[config.mk]
export PLATFORM = sky130hd
export DESIGN_NAME = pcsi_core
export DESIGN_NICKNAME = d
export VERILOG_FILES = /design/src/pcsi_pkg.sv /design/src/pcsi_core.sv
export SDC_FILE = /design/constraint.sdc
export NUM_CORES = 1
export LEC_CHECK = 0
export BUFFER_PORTS_ARGS = -buffer_cell sky130_fd_sc_hd__buf_2
export CORE_MARGIN = 2
export CORE_UTILIZATION = 56
export CTS_BUF_LIST = sky130_fd_sc_hd__clkbuf_2
export CTS_CLUSTER_SIZE = 16
export DETAILED_ROUTE_END_ITERATION = 6
export PLACE_DENSITY = 0.83
export SLEW_MARGIN = 20
export SYNTH_ARGS = -nofsm -noshare
export SYNTH_HDL_FRONTEND = slang
export SYNTH_SLANG_ARGS = --single-unit
[constraint.sdc]
create_clock -name clock_in -period 4.2 [get_ports clock_in]
set_clock_uncertainty 0.15 [all_clocks]
set_input_delay 0.84 -clock clock_in [delete_from_list [all_inputs] [get_ports clock_in]]
set_output_delay 0.84 -clock clock_in [all_outputs]
set_load 0.01 [all_outputs]
[src/pcsi_pkg.sv]
// Purpose: constants and types for the pc, stack and indirect block
// Assumes: one core instruction clock, decoder drives one command a cycle
// Notes:   all addresses are word or byte indices as named
package pcsi_pkg;
    // --------
    // widths and stack geometry
    // --------
    localparam int          PC_W       = 15;
    localparam int          STK_DEPTH  = 16;
    localparam int          SP_W       = 5;
    localparam logic [4:0]  SP_RESET   = 5'h1f;   // empty stack
    localparam logic [4:0]  SP_TOP     = 5'h0f;   // sixteenth level
    localparam logic [14:0] PC_RESET   = 15'h0000;
    localparam logic [14:0] INT_VECTOR = 15'h0004; // plain default
    // --------
    // pointer address map
    // --------
    localparam logic [15:0] TRAD_LAST  = 16'h0fff;
    localparam logic [15:0] LIN_FIRST  = 16'h2000;
    localparam logic [15:0] LIN_LAST   = 16'h29af;
    localparam int          FLASH_BIT  = 15;
    localparam logic [6:0]  IND_PORT0  = 7'h00;   // bank offset of port 0
    localparam logic [6:0]  IND_PORT1  = 7'h01;   // bank offset of port 1
    localparam logic [11:0] LIN_BLOCK  = 12'h050; // 80 bytes a bank
    localparam logic [6:0]  GPR_BASE   = 7'h20;   // gpr start in a bank
    // --------
    // decoder commands and access phases
    // --------
    typedef enum logic [3:0] {
        CMD_NONE  = 4'b0000,
        CMD_INC   = 4'b0001,
        CMD_PCL   = 4'b0010,
        CMD_CALL  = 4'b0011,
        CMD_CALL_VIA_ACCUMULATOR = 4'b0100,
        CMD_BRW   = 4'b0101,
        CMD_BRA   = 4'b0110,
        CMD_RET   = 4'b0111,
        CMD_INT   = 4'b1000
    } pcsi_cmd_e;
    typedef enum logic [1:0] {
        PH_IDLE   = 2'b00,
        PH_ACCESS = 2'b01,
        PH_EXTRA  = 2'b10
    } pcsi_phase_e;
endpackage : pcsi_pkg

[src/pcsi_core.sv]
// Purpose: program counter loading, return stack, indirect addressing
// Assumes: decoder issues commands; data memory answers in its strobe cycle, flash one cycle after strobe
// Notes:   pc_out holds the already incremented fetch address
//
// Function
// RULE_01: computed jumps handle 256-word crossings themselves
// RULE_02: call loads operand, latch bits 6:3 on top
// RULE_03: call via accumulator loads accumulator and latch
// RULE_04: jump by accumulator adds unsigned accumulator
// RULE_05: signed branch adds sign-extended operand
// RULE_06: sixteen by fifteen stack outside memory spaces
// RULE_07: calls, interrupt push; returns pop; latch untouched
// RULE_08: disabled fault reset makes stack circular
// RULE_09: overflow and underflow flags always set
// RULE_10: five-bit pointer and top-of-stack pair accessible
// RULE_11: push increments then writes; pop reads then decrements
// RULE_12: enabled fault reset resets device, sets flag
// RULE_13: software minds pointer rewrites during interrupts
// RULE_14: port addressing itself reads zero, write dropped
// RULE_15: sixteen-bit pointer from high and low bytes
// RULE_16: 0x000-0xfff map to absolute data addresses
// RULE_17: linear region chains 80-byte gpr blocks
// RULE_18: unimplemented locations read zero
// RULE_19: top bit selects flash, low byte returned
// RULE_20: flash ignores writes through the pointer
// RULE_21: flash access costs one extra cycle
// RULE_22: every reset clears the program counter
// RULE_23: low byte write loads latch into upper bits
`timescale 1ns/1ps
module pcsi_core
    import pcsi_pkg::*;
(
    // clock, reset, enable
    input  wire logic        clock_in,
    input  wire logic        srst_in,
    input  wire logic        ce_in,
    // decoder command
    input  wire pcsi_cmd_e   cmd_in,
    input  wire logic [10:0] operand_in,
    input  wire logic [7:0]  byte_in,
    input  wire logic [6:0]  pc_high_latch_in,
    input  wire logic        stack_fault_reset_enable_in,
    // stack software access
    input  wire logic        sp_wr_in,
    input  wire logic [4:0]  sp_wdata_in,
    input  wire logic        tos_low_wr_in,
    input  wire logic        tos_high_wr_in,
    input  wire logic [7:0]  tos_wdata_in,
    input  wire logic        ovf_clr_in,
    input  wire logic        unf_clr_in,
    // indirect request
    input  wire logic        ind_rd_in,
    input  wire logic        ind_wr_in,
    input  wire logic [7:0]  file_select_high_in,
    input  wire logic [7:0]  file_select_low_in,
    input  wire logic [7:0]  ind_wdata_in,
    input  wire logic [7:0]  data_rdata_in,
    input  wire logic [13:0] flash_rdata_in,
    // program counter and stack state
    output logic      [14:0] pc_out,
    output logic      [4:0]  stack_pointer_reg_out,
    output logic      [14:0] stack_top_out,
    output logic             stack_overflow_flag_out,
    output logic             stack_underflow_flag_out,
    output logic             fault_reset_out,
    // indirect answer and memory strobes
    output logic             ind_ready_out,
    output logic             ind_done_out,
    output logic      [7:0]  ind_rdata_out,
    output logic      [11:0] data_addr_out,
    output logic             data_rd_out,
    output logic             data_wr_out,
    output logic      [7:0]  data_wdata_out,
    output logic      [14:0] flash_addr_out,
    output logic             flash_rd_out
);
    // --------
    // state
    // --------
    typedef struct packed {
        logic [14:0]        pc;
        logic [4:0]         sp;
        logic [15:0][14:0]  stk;
        logic               ovf;
        logic               unf;
        logic               fault;
        pcsi_phase_e        ph;
        logic               zero;
        logic               flash;
        logic [11:0]        daddr;
        logic               drd;
        logic               dwr;
        logic [7:0]         wdata;
        logic [14:0]        faddr;
        logic               frd;
        logic [7:0]         rdata;
        logic               done;
    } pcsi_state_s;

    pcsi_state_s r_reg;
    pcsi_state_s r_next;
    logic        push;
    logic        pop;
    logic        ovf_ev;
    logic        unf_ev;
    logic        do_fault;
    logic [4:0]  sp_inc;
    logic [14:0] pc_new;
    logic [15:0] file_select_pointer;
    logic [15:0][14:0] stk_upd;

    // --------
    // stack control and pc target
    // --------
    assign file_select_pointer      = {file_select_high_in, file_select_low_in}; // see RULE_15
    assign push     = (cmd_in == CMD_CALL) || (cmd_in == CMD_CALL_VIA_ACCUMULATOR)
                   || (cmd_in == CMD_INT);                       // see RULE_07
    assign pop      = (cmd_in == CMD_RET);                       // see RULE_07
    assign ovf_ev   = push && (r_reg.sp == SP_TOP);              // see RULE_09
    assign unf_ev   = pop && (r_reg.sp == SP_RESET);             // see RULE_09
    assign do_fault = stack_fault_reset_enable_in && (ovf_ev || unf_ev); // see RULE_12
    assign sp_inc   = r_reg.sp + 5'h01;                          // see RULE_11

    // next pc per command
    always_comb begin
        case (cmd_in)
            CMD_INC:   pc_new = r_reg.pc + 15'h0001;
            CMD_PCL:   pc_new = {pc_high_latch_in, byte_in};             // see RULE_23
            CMD_CALL:  pc_new = {pc_high_latch_in[6:3], operand_in};     // see RULE_02
            CMD_CALL_VIA_ACCUMULATOR: pc_new = {pc_high_latch_in, byte_in};             // see RULE_03
            CMD_BRW:   pc_new = r_reg.pc + {7'h00, byte_in};             // see RULE_04
            CMD_BRA:   pc_new = r_reg.pc + {{6{operand_in[8]}}, operand_in[8:0]}; // see RULE_05
            CMD_RET:   pc_new = r_reg.stk[r_reg.sp[3:0]];                // see RULE_11
            CMD_INT:   pc_new = INT_VECTOR;
            default:   pc_new = r_reg.pc;
        endcase
    end

    // per-entry write: push lands on the incremented index, wraps at 16
    genvar gi;
    generate
        for (gi = 0; gi < STK_DEPTH; gi++) begin : g_entry
            always_comb begin
                stk_upd[gi] = r_reg.stk[gi];
                if (push && !do_fault && (sp_inc[3:0] == 4'(gi))) begin
                    stk_upd[gi] = r_reg.pc; // see RULE_08
                end else if (r_reg.sp[3:0] == 4'(gi)) begin
                    if (tos_low_wr_in) begin
                        stk_upd[gi][7:0] = tos_wdata_in;         // see RULE_10
                    end
                    if (tos_high_wr_in) begin
                        stk_upd[gi][14:8] = tos_wdata_in[6:0];
                    end
                end
            end
        end
    endgenerate

    // --------
    // next state
    // --------
    always_comb begin
        r_next = r_reg;
        if (ce_in) begin
            // strobes and pulses last one enabled cycle
            {r_next.fault, r_next.drd, r_next.dwr, r_next.frd, r_next.done} = 5'h00;
            // program counter and stack
            r_next.stk = stk_upd;                                // see RULE_06
            if (cmd_in != CMD_NONE) begin
                r_next.pc = pc_new;
            end
            if (push) begin
                r_next.sp = sp_inc;                              // see RULE_11
            end else if (pop) begin
                r_next.sp = r_reg.sp - 5'h01;
            end else if (sp_wr_in) begin
                r_next.sp = sp_wdata_in;                         // see RULE_10
            end
            // flags: set wins over software clear
            r_next.ovf = ovf_ev || (r_reg.ovf && !ovf_clr_in); // see RULE_09
            r_next.unf = unf_ev || (r_reg.unf && !unf_clr_in);
            if (do_fault) begin
                r_next.fault = 1'b1;                             // see RULE_12
                r_next.pc    = PC_RESET;                         // see RULE_22
                r_next.sp    = SP_RESET;
            end
            // indirect access sequencer
            case (r_reg.ph)
                PH_IDLE: begin
                    if (ind_rd_in || ind_wr_in) begin
                        r_next.ph    = PH_ACCESS;
                        r_next.wdata = ind_wdata_in;
                        r_next.zero  = 1'b1;                     // see RULE_18
                        r_next.flash = 1'b0;
                        if (file_select_pointer[FLASH_BIT]) begin
                            r_next.flash = 1'b1;                 // see RULE_19
                            r_next.zero  = 1'b0;
                            r_next.faddr = file_select_pointer[14:0];
                            r_next.frd   = ind_rd_in;            // see RULE_20
                        end else if (file_select_pointer <= TRAD_LAST) begin
                            r_next.daddr = file_select_pointer[11:0];            // see RULE_16
                            if ((file_select_pointer[6:0] != IND_PORT0)
                                && (file_select_pointer[6:0] != IND_PORT1)) begin
                                r_next.zero = 1'b0;              // see RULE_14
                                r_next.drd  = ind_rd_in;
                                r_next.dwr  = ind_wr_in;
                            end
                        end else if ((file_select_pointer >= LIN_FIRST) && (file_select_pointer <= LIN_LAST)) begin
                            r_next.daddr = lin_map(file_select_pointer[11:0]);   // see RULE_17
                            r_next.zero  = 1'b0;
                            r_next.drd   = ind_rd_in;
                            r_next.dwr   = ind_wr_in;
                        end
                    end
                end
                PH_ACCESS: begin
                    if (r_reg.flash) begin
                        r_next.ph = PH_EXTRA;                    // see RULE_21
                    end else begin
                        r_next.ph    = PH_IDLE;
                        r_next.done  = 1'b1;
                        r_next.rdata = r_reg.zero ? 8'h00 : data_rdata_in; // see RULE_18
                    end
                end
                PH_EXTRA: begin
                    r_next.ph    = PH_IDLE;
                    r_next.done  = 1'b1;
                    r_next.rdata = flash_rdata_in[7:0];          // see RULE_19
                end
                default: r_next.ph = PH_IDLE;
            endcase
        end
    end

    // linear offset to bank and gpr byte
    function automatic logic [11:0] lin_map(input logic [11:0] off);
        logic [11:0] bank;
        logic [11:0] idx;
        bank    = off / LIN_BLOCK;
        idx     = off % LIN_BLOCK;
        lin_map = {bank[4:0], GPR_BASE + idx[6:0]};
    endfunction : lin_map

    // state register
    always_ff @(posedge clock_in) begin
        if (srst_in) begin
            r_reg       <= '0;
            r_reg.pc    <= PC_RESET;                             // see RULE_22
            r_reg.sp    <= SP_RESET;
            r_reg.ph    <= PH_IDLE;
        end else begin
            r_reg <= r_next;
        end
    end

    // --------
    // outputs
    // --------
    assign pc_out                   = r_reg.pc;
    assign stack_pointer_reg_out    = r_reg.sp;
    assign stack_top_out            = r_reg.stk[r_reg.sp[3:0]];  // see RULE_10
    assign stack_overflow_flag_out  = r_reg.ovf;
    assign stack_underflow_flag_out = r_reg.unf;
    assign fault_reset_out          = r_reg.fault;
    assign ind_ready_out            = (r_reg.ph == PH_IDLE);
    assign ind_done_out             = r_reg.done;
    assign ind_rdata_out            = r_reg.rdata;
    assign data_addr_out            = r_reg.daddr;
    assign data_rd_out              = r_reg.drd;
    assign data_wr_out              = r_reg.dwr;
    assign data_wdata_out           = r_reg.wdata;
    assign flash_addr_out           = r_reg.faddr;
    assign flash_rd_out             = r_reg.frd;
endmodule : pcsi_core

# Word level (Yosys, flattened, before mapping)
# Index checks and enable logic that the tools add are counted.
# Widths: inputs -> output; s select.
# word_totals
regBits	314
inputBits	100
out_inout_bits	86
wordCells	297
# op_classes
add_sub_neg	6
div	2
n_lt_le_gt_ge	4
eq_ne	45
muxes	60
bitwise	1
reduce_logical	131
# op_table
cell	n
$mux 15	34
$pmux 15 s7	1
$reduce_and 3->1	35
$reduce_bool 2->1	51
$eq 4x4->1 const B	17
$bmux 15 s4	1
$eq 4x3->1 const B	12
$mux 14	3
$mux 42	1
$mux 26	1
$eq 4x2->1 const B	6
$logic_and 1x1->1	24
$mux 20	1
$pmux 9 s2	1
$ge 16x14->1 const B	1
$le 16x12->1 const B	1
$le 16x14->1 const B	1
$mux 16	1
$mux 8	2
$add 15x1->15 const B	1
$add 15x15->15	1
$add 15x8->15	1
$mux 5	3
$div 12x7->12 const B	1
other kinds (30)	48

# Depth between registers and ports, before layout
# Gate-level depths: netlist of the first run.
# logic_depth
word_depth	11
depth_mapped	17
mapped_depth_nobuf	14

# Worst setup path after synthesis of the first run
# Ideal clock, no wire load.
# synth_timing
path_kind	input port to flip-flop
startpoint	input cmd_in[0]
endpoint	register r_reg, in the netlist pc_out[12]
setup_time_ps	117
arrival_ps	3858
required_time_ps	3933
slack_ps	76
cell_stages	17
path_cell_list	buf_2 clkbuf_1 nor2b_1 clkbuf_1 inv_1 o22ai_1 nand2_1 ha_1 fa_1 a21o_1 a21oi_1 o21a_1 o31ai_1 o311ai_0 xor2_1 o22ai_1 a22o_1
# synth_via
elab_chain_cells	8
word_cells_on_any_way	22
classes_between	eq/ne: 8; mux: 3; reduce/logical: 11
# synth_rtl
item	line_no	source
start, declared	pcsi_core.sv:38	input wire pcsi_cmd_e cmd_in,
$eq 4x2->1 or $eq 4x3->1 (tied branches)	pcsi_core.sv:116, pcsi_core.sv:126	
$logic_or 1x1->1	pcsi_core.sv:116	assign push = (cmd_in == CMD_CALL) || (cmd_in == CMD_CALL_VIA_ACCUMULATOR)
$logic_or 1x1->1	pcsi_core.sv:117	|| (cmd_in == CMD_INT);
$logic_and 1x1->1	pcsi_core.sv:119	assign ovf_ev = push && (r_reg.sp == SP_TOP);
$logic_or 1x1->1	pcsi_core.sv:121	assign do_fault = stack_fault_reset_enable_in && (ovf_ev || unf_ev);
$logic_and 1x1->1	pcsi_core.sv:121	
$reduce_bool 8->1 (no line) or $reduce_bool 2->1 (tied branches)	--	
$reduce_and 3->1 (no line)	--	
end signal, assigned	pcsi_core.sv:252	r_reg <= r_next;
end, declared	pcsi_core.sv:100	pcsi_state_s r_reg;
# Parallel ways exist; a longest one is shown, timed or not. The select of a mux whose other input is x is not followed.
# A chain may end at the register's enable or synchronous reset.

# Worst setup path in the final report of the first run
# layout_timing
startpoint	register r_reg, in the netlist stack_pointer_reg_out[1]
endpoint	output stack_top_out[8]
# layout_via
elab_chain_cells	2
# layout_rtl
item	line_no	source
$bmux 15 s4	pcsi_core.sv:261	assign stack_top_out = r_reg.stk[r_reg.sp[3:0]];
$mux 15 (implied by the code)	pcsi_core.sv:261	
end, declared	pcsi_core.sv:62	output logic [14:0] stack_top_out,
# Every way passes these cells. The select of a mux whose other input is x is not followed.

==> flow_summary.yaml, run 1 <==
setup_path:
  path_max_fanout: 69
  worstPathRequired_ns: 3.21
  startpoint_type: "flip-flop"
  setup.worst_path.class: "reg -> out"
  end_kind: "output pin"
  reg2reg_slack_ns: 0.15
  arrival_ns: 3.14
  endpoint: "stack_top_out[8]"
  reg2reg_to: "r_reg[58]$_SDFFE_PP0P_"
  r2r_cells: 11
  crit_path_start: "stack_pointer_reg_out[1]$_SDFFE_PP1P_"
  r2r-start: "stack_pointer_reg_out[0]$_SDFFE_PP1P_"
clocking:
  clk_latency_ns: 0.95
  cts.path.max_buffers: 3
  numCtsBuffers: 82
  htree_levels: 3
  clk_pin_slew_ns: 0.11
  tritoncts: "done"
  clock-root-buffer: "clkbuf_2"
  clock-sinks: 314
synth:
  synth_edf_count: 0
  yosysWarnings: 0
  synth-seq-cells: 314
  syn_area_per_cell_um2: 9.322
  postSynthCellCount: 2088
  synth_ff_type: "dfxtp_1"
  ys_seq_area_share_pct: 32.29
  synth.cell_area_um2: 19460
  synth_area_leaders: "dfxtp_1 (32%), mux2i_1 (13%), mux4_2 (8.7%), a211oi_1 (8.0%), nor2_1 (6.0%)"
  synth-async-reset-ratio_pct: 0
  synth_nets: 2216
  synth_top_area_share_pct: 32.29
  synth.distinct_cells: 84
  synth_area_leader_cell: "dfxtp_1"
layout:
  area_growth_syn_to_layout_pct: 7.553
  finalInstanceArea_um2: 20940
  final_nets: 2288
  final_util_pct: 60.91
  largest_register_ffs: 244
  final_cells: 2680
  drive_above_1_share_pct: 24.89
floorplan:
  io_pins: 186
  die_h_um: 190.4
  die_w_um: 190.4
  rows: 68
  start_util_pct: 56.63
  fp.dieArea_um2: 36270
  core_um2: 34370
min_path:
  hold_depth: 4
  hp-class: "in -> reg"
  hp-start: "unf_clr_in"
global_routing:
  grt_use_total_pct: 31.90
  grt_max_degree: 114
  grt_overflow: 0
  antenna_found_initial: 3
  grt_pass1_vias: 16880
  grt_pass1_wl_mm: 91.94
drt:
  drt-pass1-iter-count: 6
  drc: 0
  wl_per_cell_um: 22.05
  ant_nets: 0
  drtIter0Drc: 1956
  viasPerCell: 6.512
  vias: 17450
  routed_wl_mm: 59.09
timing:
  hold_ws_ns: 0.05603
  tightest_slew_ns: 1.022
  rsz0062_at_grt: "no"
  finalCriticalPeriod_ns: 4.125
  setup_violations: 0
  max_freq_mhz: 242.4
  tns_ns: 0
  setup_slack_ns: 0.07460
  timing.slew.headroom_pct: 31.87
  finalHoldViolCount: 0
  finalCritPeriodShare_pct: 98.22
  timing.final.max_slew_violations: 0
placed_design:
  place_area_um2: 19930
  io_buffers: 179
  hpwlAfterDp_mm: 38.11
  gp_congestion: 0.9023
  dp_slack_ns: 0.1330
  dp_cells: 2514
power:
  comb_power_share_pct: 18.9
  power.density_nw_per_um2: 317.5
  p_sw_mw: 2.188
  peakVddDrop_mv: 0.2398
  switching_share_pct: 32.92
  p_leak_nw: 7.445
  power.internal_mw: 4.458
  clkPwrFrac_pct: 34.2
  power_mw: 6.646
  seqPwrFrac_pct: 46.9
status:
  outcome: "finished clean"
job:
  maxCapViolations: 0
per-layer routing:
layer	vias up	track usage [%]	wire length [um]
met4	6	18.81	3034
met2	1109	50.04	27380
li1	7790	-	-
met3	210	6.975	5993
met1	8338	40.40	22650
met5	-	0	31
power groups by stage:
stage	logic (mW)	registers [mW]	clock network [mW]
after floorplan	0.897	3.16	0
after global placement	1.15	3.17	0
after detailed placement	1.19	3.18	0
after CTS	1.22	3.11	2.28
after global routing	1.33	3.13	2.44
final	1.25	3.12	2.28
worst min-delay path by stage:
stage	endpoint	slack, ns
after global routing	flash_addr_out[12]$_SDFFE_PP0P_	0.02
after CTS	flash_addr_out[12]$_SDFFE_PP0P_	0.01
final	stack_underflow_flag_out$_SDFFE_PP0P_	0.06
after detailed placement	flash_addr_out[6]$_SDFFE_PP0P_	0.29
after floorplan	data_wdata_out[0]$_SDFFE_PP0P_	0.29
after global placement	flash_addr_out[9]$_SDFFE_PP0P_	0.29
logic make-up (layout without fill, tap and decap cells):
group,count (synthesis),after routing,share of synthesized area (%)
AOI/OAI and AO/OA,526,526,21.20
muxes,324,324,21.51
and+or+nand+nor,555,555,13.00
adders and majority gates,30,30,1.941
other,0,3,0
buffers and inverters,316,450,9.012
DFF,314,314,32.29
xor gates and xnor gates,23,23,1.035
final cells by class:
| class | count | area [um2] |
|---|---|---|
| timing repair buffer | 279 | 1762 |
| multi-input combinational | 1458 | 11430 |
| sequential | 314 | 6291 |
| clock inverter | 30 | 203.9 |
| inverter | 25 | 93.84 |
| tap | 455 | 569.3 |
| fill | 2796 | 13440 |
| antenna | 3 | 7.507 |
| clock buffer | 116 | 580.6 |
layout by cell type, fill, tap and decap left out, types with 27 or more instances in the layout:
cell      instances
buf_2           178
a211oi_2         40
a211oi_1        208
a31oi_1          27
mux2i_1         247
o21ai_0          27
mux4_2           75
nor2_1          310
buf_4            80
nand2_1         104
ha_1             27
clkbuf_2        116
dfxtp_1         312
a21oi_1          72
nor2b_1          29
synth_stat cells (5+ instances only):
cell type,count
o22ai_1,10
dfxtp_1,314
o21a_2,6
a22oi_1,21
a311oi_1,7
a32oi_1,6
buf_1,21
a21o_1,8
buf_2,24
nor2b_1,29
o21ai_0,27
nand2b_1,9
nor3_1,14
a222oi_1,6
a22o_1,10
and3_1,13
a211oi_2,40
inv_1,25
xnor2_1,14
a211oi_4,12
a21oi_1,72
mux2i_1,247
and2_1,8
a221o_1,5
a221oi_1,6
clkbuf_1,126
ha_1,27
a211oi_1,208
nor2_1,310
a31oi_1,27
mux4_2,75
nand2_1,104
o211ai_1,7
buf_6,20
nor2b_2,5
nand4_1,5
nand3_1,14
buf_4,99
nor4_1,7
xor2_1,9
repair_timing:
| action | in CTS | in global routing |
|---|---|---|
| resized for setup | 4 | 3 |
| endpoints found under the setup margin | 15 | 2 |
| cloned | 1 | 0 |
| hold buffers | 16 | 0 |
| buffers inserted | 0 | 0 |
| hold endpoints to repair | 17 | 0 |
worst max-delay path, cell delays in order, from the launching register on:
cell and delay, ns:
dfxtp_2 0.37, buf_12 0.39, mux4_2 0.61, mux4_2 0.59
buf_2 0.18
(Power assumes the default switching activity.)
==> run 2, diff against run 1 <==
- CTS_BUF_LIST: sky130_fd_sc_hd__clkbuf_2 -> sky130_fd_sc_hd__clkbuf_4 sky130_fd_sc_hd__clkbuf_8
==> run 2 against run 1 <==
Net effect: the flow now finishes with violations (DRC); fmax grew 1.6%; routed wire length shrank 0.63%; sequential cell count is the same; global-route usage shrank 0.36 points; via count shrank 1.6%; power grew 11%; cell count shrank 2.8%; register-to-register slack is essentially flat; first-iteration DRC count grew 12%; critical path depth is the same; sequential power is essentially flat; design area grew 0.76%; largest power group unchanged.
==> flow_summary.yaml, run 2 (same netlist as run 1, synthesis figures left out) <==
clocking:
  cts.path.max_buffers: 3
  clock-root-buffer: "clkbuf_8"
  numCtsBuffers: 53
  clk_latency_ns: 0.64
  clk_pin_slew_ns: 0.07
  htree_levels: 2
  clock-sinks: 314
  cts_hold_buffers: 0
  tritoncts: "done"
setup_path:
  r2r-start: "stack_pointer_reg_out[0]$_SDFFE_PP1P_"
  path_max_fanout: 69
  setup.worst_path.class: "reg -> out"
  worstPathRequired_ns: 3.21
  end_kind: "output pin"
  reg2reg_slack_ns: 0.16
  r2r_cells: 11
  reg2reg_to: "r_reg[65]$_SDFFE_PP0P_"
  startpoint_type: "flip-flop"
  arrival_ns: 3.07
power:
  seqPwrFrac_pct: 42.3
  power.internal_mw: 5.234
  power_mw: 7.371
  p_leak_nw: 7.389
  p_sw_mw: 2.137
  comb_power_share_pct: 16.7
  peakVddDrop_mv: 0.2476
  clkPwrFrac_pct: 41.0
  switching_share_pct: 28.99
  power.density_nw_per_um2: 349.4
layout:
  area_growth_syn_to_layout_pct: 8.369
  final_util_pct: 61.37
  final_nets: 2242
  largest_register_ffs: 244
  final_common_cell: "dfxtp_1"
  final_cells: 2605
  fill_cells: 2749
  drive_above_1_share_pct: 23.96
  final_cell_mix: "dfxtp_1 (312), nor2_1 (310), mux2i_1 (247), a211oi_1 (208), buf_2 (178)"
global_routing:
  grt_pass1_vias: 16390
  grt_use_total_pct: 31.54
  grt_pass1_wl_mm: 90.91
  antenna_found_initial: 1
  grt_max_degree: 114
  grt_overflow: 0
timing:
  setup_slack_ns: 0.1395
  max_freq_mhz: 246.3
  setup_violations: 0
  timing.slew.headroom_pct: 32.75
  tns_ns: 0
  finalCriticalPeriod_ns: 4.060
  finalCritPeriodShare_pct: 96.68
  rsz0062_at_grt: "no"
  timing.final.max_slew_violations: 0
  finalHoldViolCount: 0
  tightest_slew_ns: 1.009
drt:
  vias: 17170
  wl_per_cell_um: 22.54
  drt-pass1-iter-count: 7
  ant_nets: 0
  drtIter0Drc: 2197
  routed_wl_mm: 58.72
  viasPerCell: 6.591
  drc: 2
min_path:
  hp-start: "flash_addr_out[6]$_SDFFE_PP0P_"
  hold_depth: 2
  holdPathEnd: "flash_addr_out[6]$_SDFFE_PP0P_"
  hp-class: "reg -> reg"
placed_design:
  hpwlAfterDp_mm: 38.11
  gp_congestion: 0.9023
  io_buffers: 179
  dp_cells: 2514
  dp_slack_ns: 0.1330
status:
  violations: "DRC"
  outcome: "complete, but fails checks"
floorplan:
  rows: 68
  start_util_pct: 56.63
  die_w_um: 190.4
  core_um2: 34370
  io_pins: 186
  die_h_um: 190.4
  fp.dieArea_um2: 36270
job:
  maxCapViolations: 0
-- run 2: cell types whose count changed in the layout (fill, tap and decap cells not counted), sizes merged --
cell | previous run | this run
clkbuf | 116 | 79
clkinv | 25 | 6
dlygate4sd3 | 16 | 0
diode | 3 | 1
buf | 263 | 262
-- run 2: layout make-up --
cell class	instances	area (um2)	share of cell area [%]
antenna	1	2.502	0.01186
clock buffer	79	1012	4.799
clock inverter	11	142.6	0.6762
inverter	25	93.84	0.4449
multi-input combinational	1458	11420	54.16
sequential	314	6291	29.82
tap	455	569.3	2.699
timing repair buffer	262	1558	7.385
-- run 2: metrics by stage --
stage / hold slack [ns] / instance area, um2
floorplan: 0.2867 / 19460
global placement: 0.2899 / 19930
detailed placement: 0.2948 / 19930
CTS: 0.2896 / 21090
global route: 0.3189 / 21090
finish: 0.3012 / 21090
-- run 2: layer usage --
metal	up-vias	GRT usage (%)	routed length (um)
li1	7658	-	-
met1	8295	40.59	22890
met2	1026	50.34	27410
met3	186	5.999	5587
met4	4	16.61	2798
met5	-	0	24
-- run 2: critical path, cell delays in order (launching register included) --
cell     delay [ns]
dfxtp_2        0.34
buf_6          0.56
mux4_2         0.64
mux4_2         0.60
buf_2          0.19
-- run 2: power by group through the flow --
stage	logic [mW]	registers [mW]	clock network (mW)
5_1_grt	1.31	3.12	3.16
4_1_cts	1.20	3.12	3.02
3_3_place_gp	1.15	3.17	0
3_5_place_dp	1.19	3.18	0
2_1_floorplan	0.897	3.16	0
6_report	1.23	3.12	3.02
-- run 2: worst max path at each step --
| stage | slack (ns) | from | end |
|---|---|---|---|
| after floorplan | 0.08 | cmd_in[0] | pc_out[12]$_SDFFE_PP0P_ |
| after global placement | 0.20 | cmd_in[1] | pc_out[12]$_SDFFE_PP0P_ |
| after detailed placement | 0.13 | cmd_in[3] | pc_out[12]$_SDFFE_PP0P_ |
| after CTS | 0.006 | stack_pointer_reg_out[1]$_SDFFE_PP1P_ | stack_top_out[8] |
| after global routing | 0.08 | stack_pointer_reg_out[0]$_SDFFE_PP1P_ | r_reg[79]$_SDFFE_PP0P_ |
| final | 0.14 | stack_pointer_reg_out[1]$_SDFFE_PP1P_ | stack_top_out[8] |
-- run 2: repair_timing --
item | 4_1_cts | 5_1_grt
endpoints found under the setup margin | 0 | 2
resized for setup | 0 | 1
setup buffers | 0 | 0
==> run 3, diff against run 2 <==
- CORE_MARGIN: 2 -> default
- SETUP_SLACK_MARGIN: default -> 0.2
==> run 3 against run 2 <==
Net effect: the flow now finishes without violations; fmax increased by 2.8%; combinational power hardly changed; design area decreased by 0.33%; core utilization increased by 0.71 points; sequential power about the same; global-route usage is 0.73 points higher; via count decreased by 0.57%; power down 1.1%; clock power fell by 3%; sequential share of layout area grew 0.098 points; non-clock buffer count shrank 7; clock-buffer cell count grew 5; critical path type unchanged; largest cell class unchanged; highest routed layer is now met4.
==> flow_summary.yaml, run 3 (same netlist as run 1, synthesis figures left out) <==
status:
  outcome: "finished clean"
placed_design:
  hpwlAfterDp_mm: 37.24
  place_area_um2: 19870
  gp_congestion: 0.9379
  io_buffers: 179
drt:
  drtIter0Drc: 1830
  vias: 17070
  wl_per_cell_um: 22.39
  drt-pass1-iter-count: 6
  routed_wl_mm: 58.14
  ant_nets: 0
  viasPerCell: 6.573
  drc: 0
min_path:
  holdPathEnd: "flash_addr_out[9]$_SDFFE_PP0P_"
  hp-class: "reg -> reg"
  hp-start: "flash_addr_out[9]$_SDFFE_PP0P_"
  hold_depth: 2
layout:
  largest_register_ffs: 244
  final_cell_mix: "dfxtp_1 (312), nor2_1 (310), mux2i_1 (247), a211oi_1 (208), buf_2 (178)"
  final_common_cell: "dfxtp_1"
  drive_above_1_share_pct: 24.03
  finalInstanceArea_um2: 21030
  area_growth_syn_to_layout_pct: 8.016
  fill_cells: 2704
  final_nets: 2233
floorplan:
  fp.dieArea_um2: 35510
  io_pins: 186
  die_w_um: 188.4
  start_util_pct: 57.47
  rows: 67
  die_h_um: 188.4
  core_um2: 33870
global_routing:
  grt_max_degree: 127
  grt_overflow: 0
  antenna_found_initial: 0
  grt_pass1_vias: 17020
  grt_pass1_wl_mm: 91.98
  grt_use_total_pct: 32.27
timing:
  max_freq_mhz: 253.3
  setup_violations: 0
  tightest_slew_ns: 1.029
  finalHoldViolCount: 0
  finalCriticalPeriod_ns: 3.948
  timing.slew.headroom_pct: 31.39
  finalCritPeriodShare_pct: 94.01
  tns_ns: 0
  timing.final.max_slew_violations: 0
  rsz0062_at_grt: "no"
setup_path:
  reg2reg_slack_ns: 0.39
  cpMostUsedCell: "mux4_2"
  cp_num_buf_inv: 2
  end_kind: "output pin"
  cp_cell_sequence: "clkbuf_8 -> mux4_2 -> mux4_2 -> buf_2"
  path_max_fanout: 69
  reg2reg_to: "r_reg[223]$_SDFFE_PP0P_"
  arrival_ns: 2.96
  r2r-start: "stack_pointer_reg_out[0]$_SDFFE_PP1P_"
  crit_slowest_cell: "mux4_2"
  setup.worst_path.class: "reg -> out"
  startpoint_type: "flip-flop"
  critPathTopFamily: "multiplexers"
  worstPathRequired_ns: 3.21
  r2r_cells: 13
  slowest_delay_ns: 0.64
clocking:
  clk_pin_slew_ns: 0.06
  clk_latency_ns: 0.63
  cts_hold_buffers: 0
  post_cts_buffers: 0
  tritoncts: "done"
  clock-root-buffer: "clkbuf_8"
  clock-sinks: 314
  htree_levels: 2
  cts.path.max_buffers: 3
  numCtsBuffers: 51
job:
  maxCapViolations: 0
power:
  power.density_nw_per_um2: 346.6
  p_leak_nw: 7.349
  peakVddDrop_mv: 0.2628
-- run 3: cell types whose count changed in the layout (fill, tap and decap cells not counted), moves of 2 or more --
cell,change
o21a_1,-2
inv_8,-2
buf_4,-7
nor2b_4,+2
o21a_2,+2
nor2b_2,-2
clkbuf_4,+7
bufinv_16,-2
clkinvlp_4,+3
-- run 3: report_power, final --
| part | internal (mW) | total (mW) | switching [mW] |
|---|---|---|---|
| Clock | 1.63 | 2.94 | 1.32 |
| Sequential | 3.07 | 3.12 | 0.0573 |
| Combinational | 0.445 | 1.22 | 0.776 |
| Total | 5.14 | 7.29 | 2.15 |
-- run 3: area by class of cell --
type / count / area, um2 / share of cell area [%]
inverters: 25 / 93.84 / 0.4463
multi-input cells: 1458 / 11440 / 54.40
repair buffers: 255 / 1508 / 7.171
diodes: 2 / 5.005 / 0.02380
clock inverters: 11 / 91.34 / 0.4344
well taps: 448 / 560.5 / 2.666
clock buffers: 84 / 1037 / 4.933
flip-flops and latches: 314 / 6291 / 29.92
-- run 3: worst min-delay path: cells and delay by family, from the launching register on --
kind | cells | cell delay, ns
compound gates | 1 | 0.05
simple gates | 1 | 0.05
flops | 1 | 0.30
-- run 3: how the worst max path moves through the flow --
stage                                               start                       to  slack (ns)  cells after the start
detailed placement  stack_pointer_reg_out[0]$_SDFFE_PP1P_  r_reg[263]$_SDFFE_PP0P_        0.13                     12
finish              stack_pointer_reg_out[1]$_SDFFE_PP1P_         stack_top_out[8]        0.25                      4
floorplan                                       cmd_in[0]  pc_out[12]$_SDFFE_PP0P_        0.24                     17
global route        stack_pointer_reg_out[1]$_SDFFE_PP1P_         stack_top_out[8]        0.23                      4
global placement                                cmd_in[1]  pc_out[12]$_SDFFE_PP0P_        0.23                     15
CTS                 stack_pointer_reg_out[1]$_SDFFE_PP1P_         stack_top_out[8]        0.23                      4
-- run 3: routing by layer --
layer  global-route usage, %  part of all wire, %  wire length [um]
met1                   39.43                   39             22580
met2                   54.06                   47             27580
met3                   6.314                  8.8              5092
met4                   16.41                  5.0              2887
met5                       0                    0                 0
-- run 3: metrics by stage --
stage / utilization (%) / setup slack [ns] / hold slack, ns / power, mW / std cells
after floorplan: - / 0.2414 / 0.2867 / 4.062 / 2088
after detailed placement: 58.67 / 0.1335 / 0.2946 / 4.369 / 2500
final: 62.08 / 0.2515 / 0.3021 / 7.286 / 2597
after global routing: 62.07 / 0.2293 / 0.3206 / 7.527 / 2595
after global placement: 58.67 / 0.2289 / 0.2898 / 4.326 / 2500
after CTS: 62.05 / 0.2251 / 0.3031 / 7.260 / 2595
-- run 3: repair_timing --
item,in CTS,in global routing
pin swaps,0,0
gates resized for setup,3,4
setup endpoints to repair,15,66
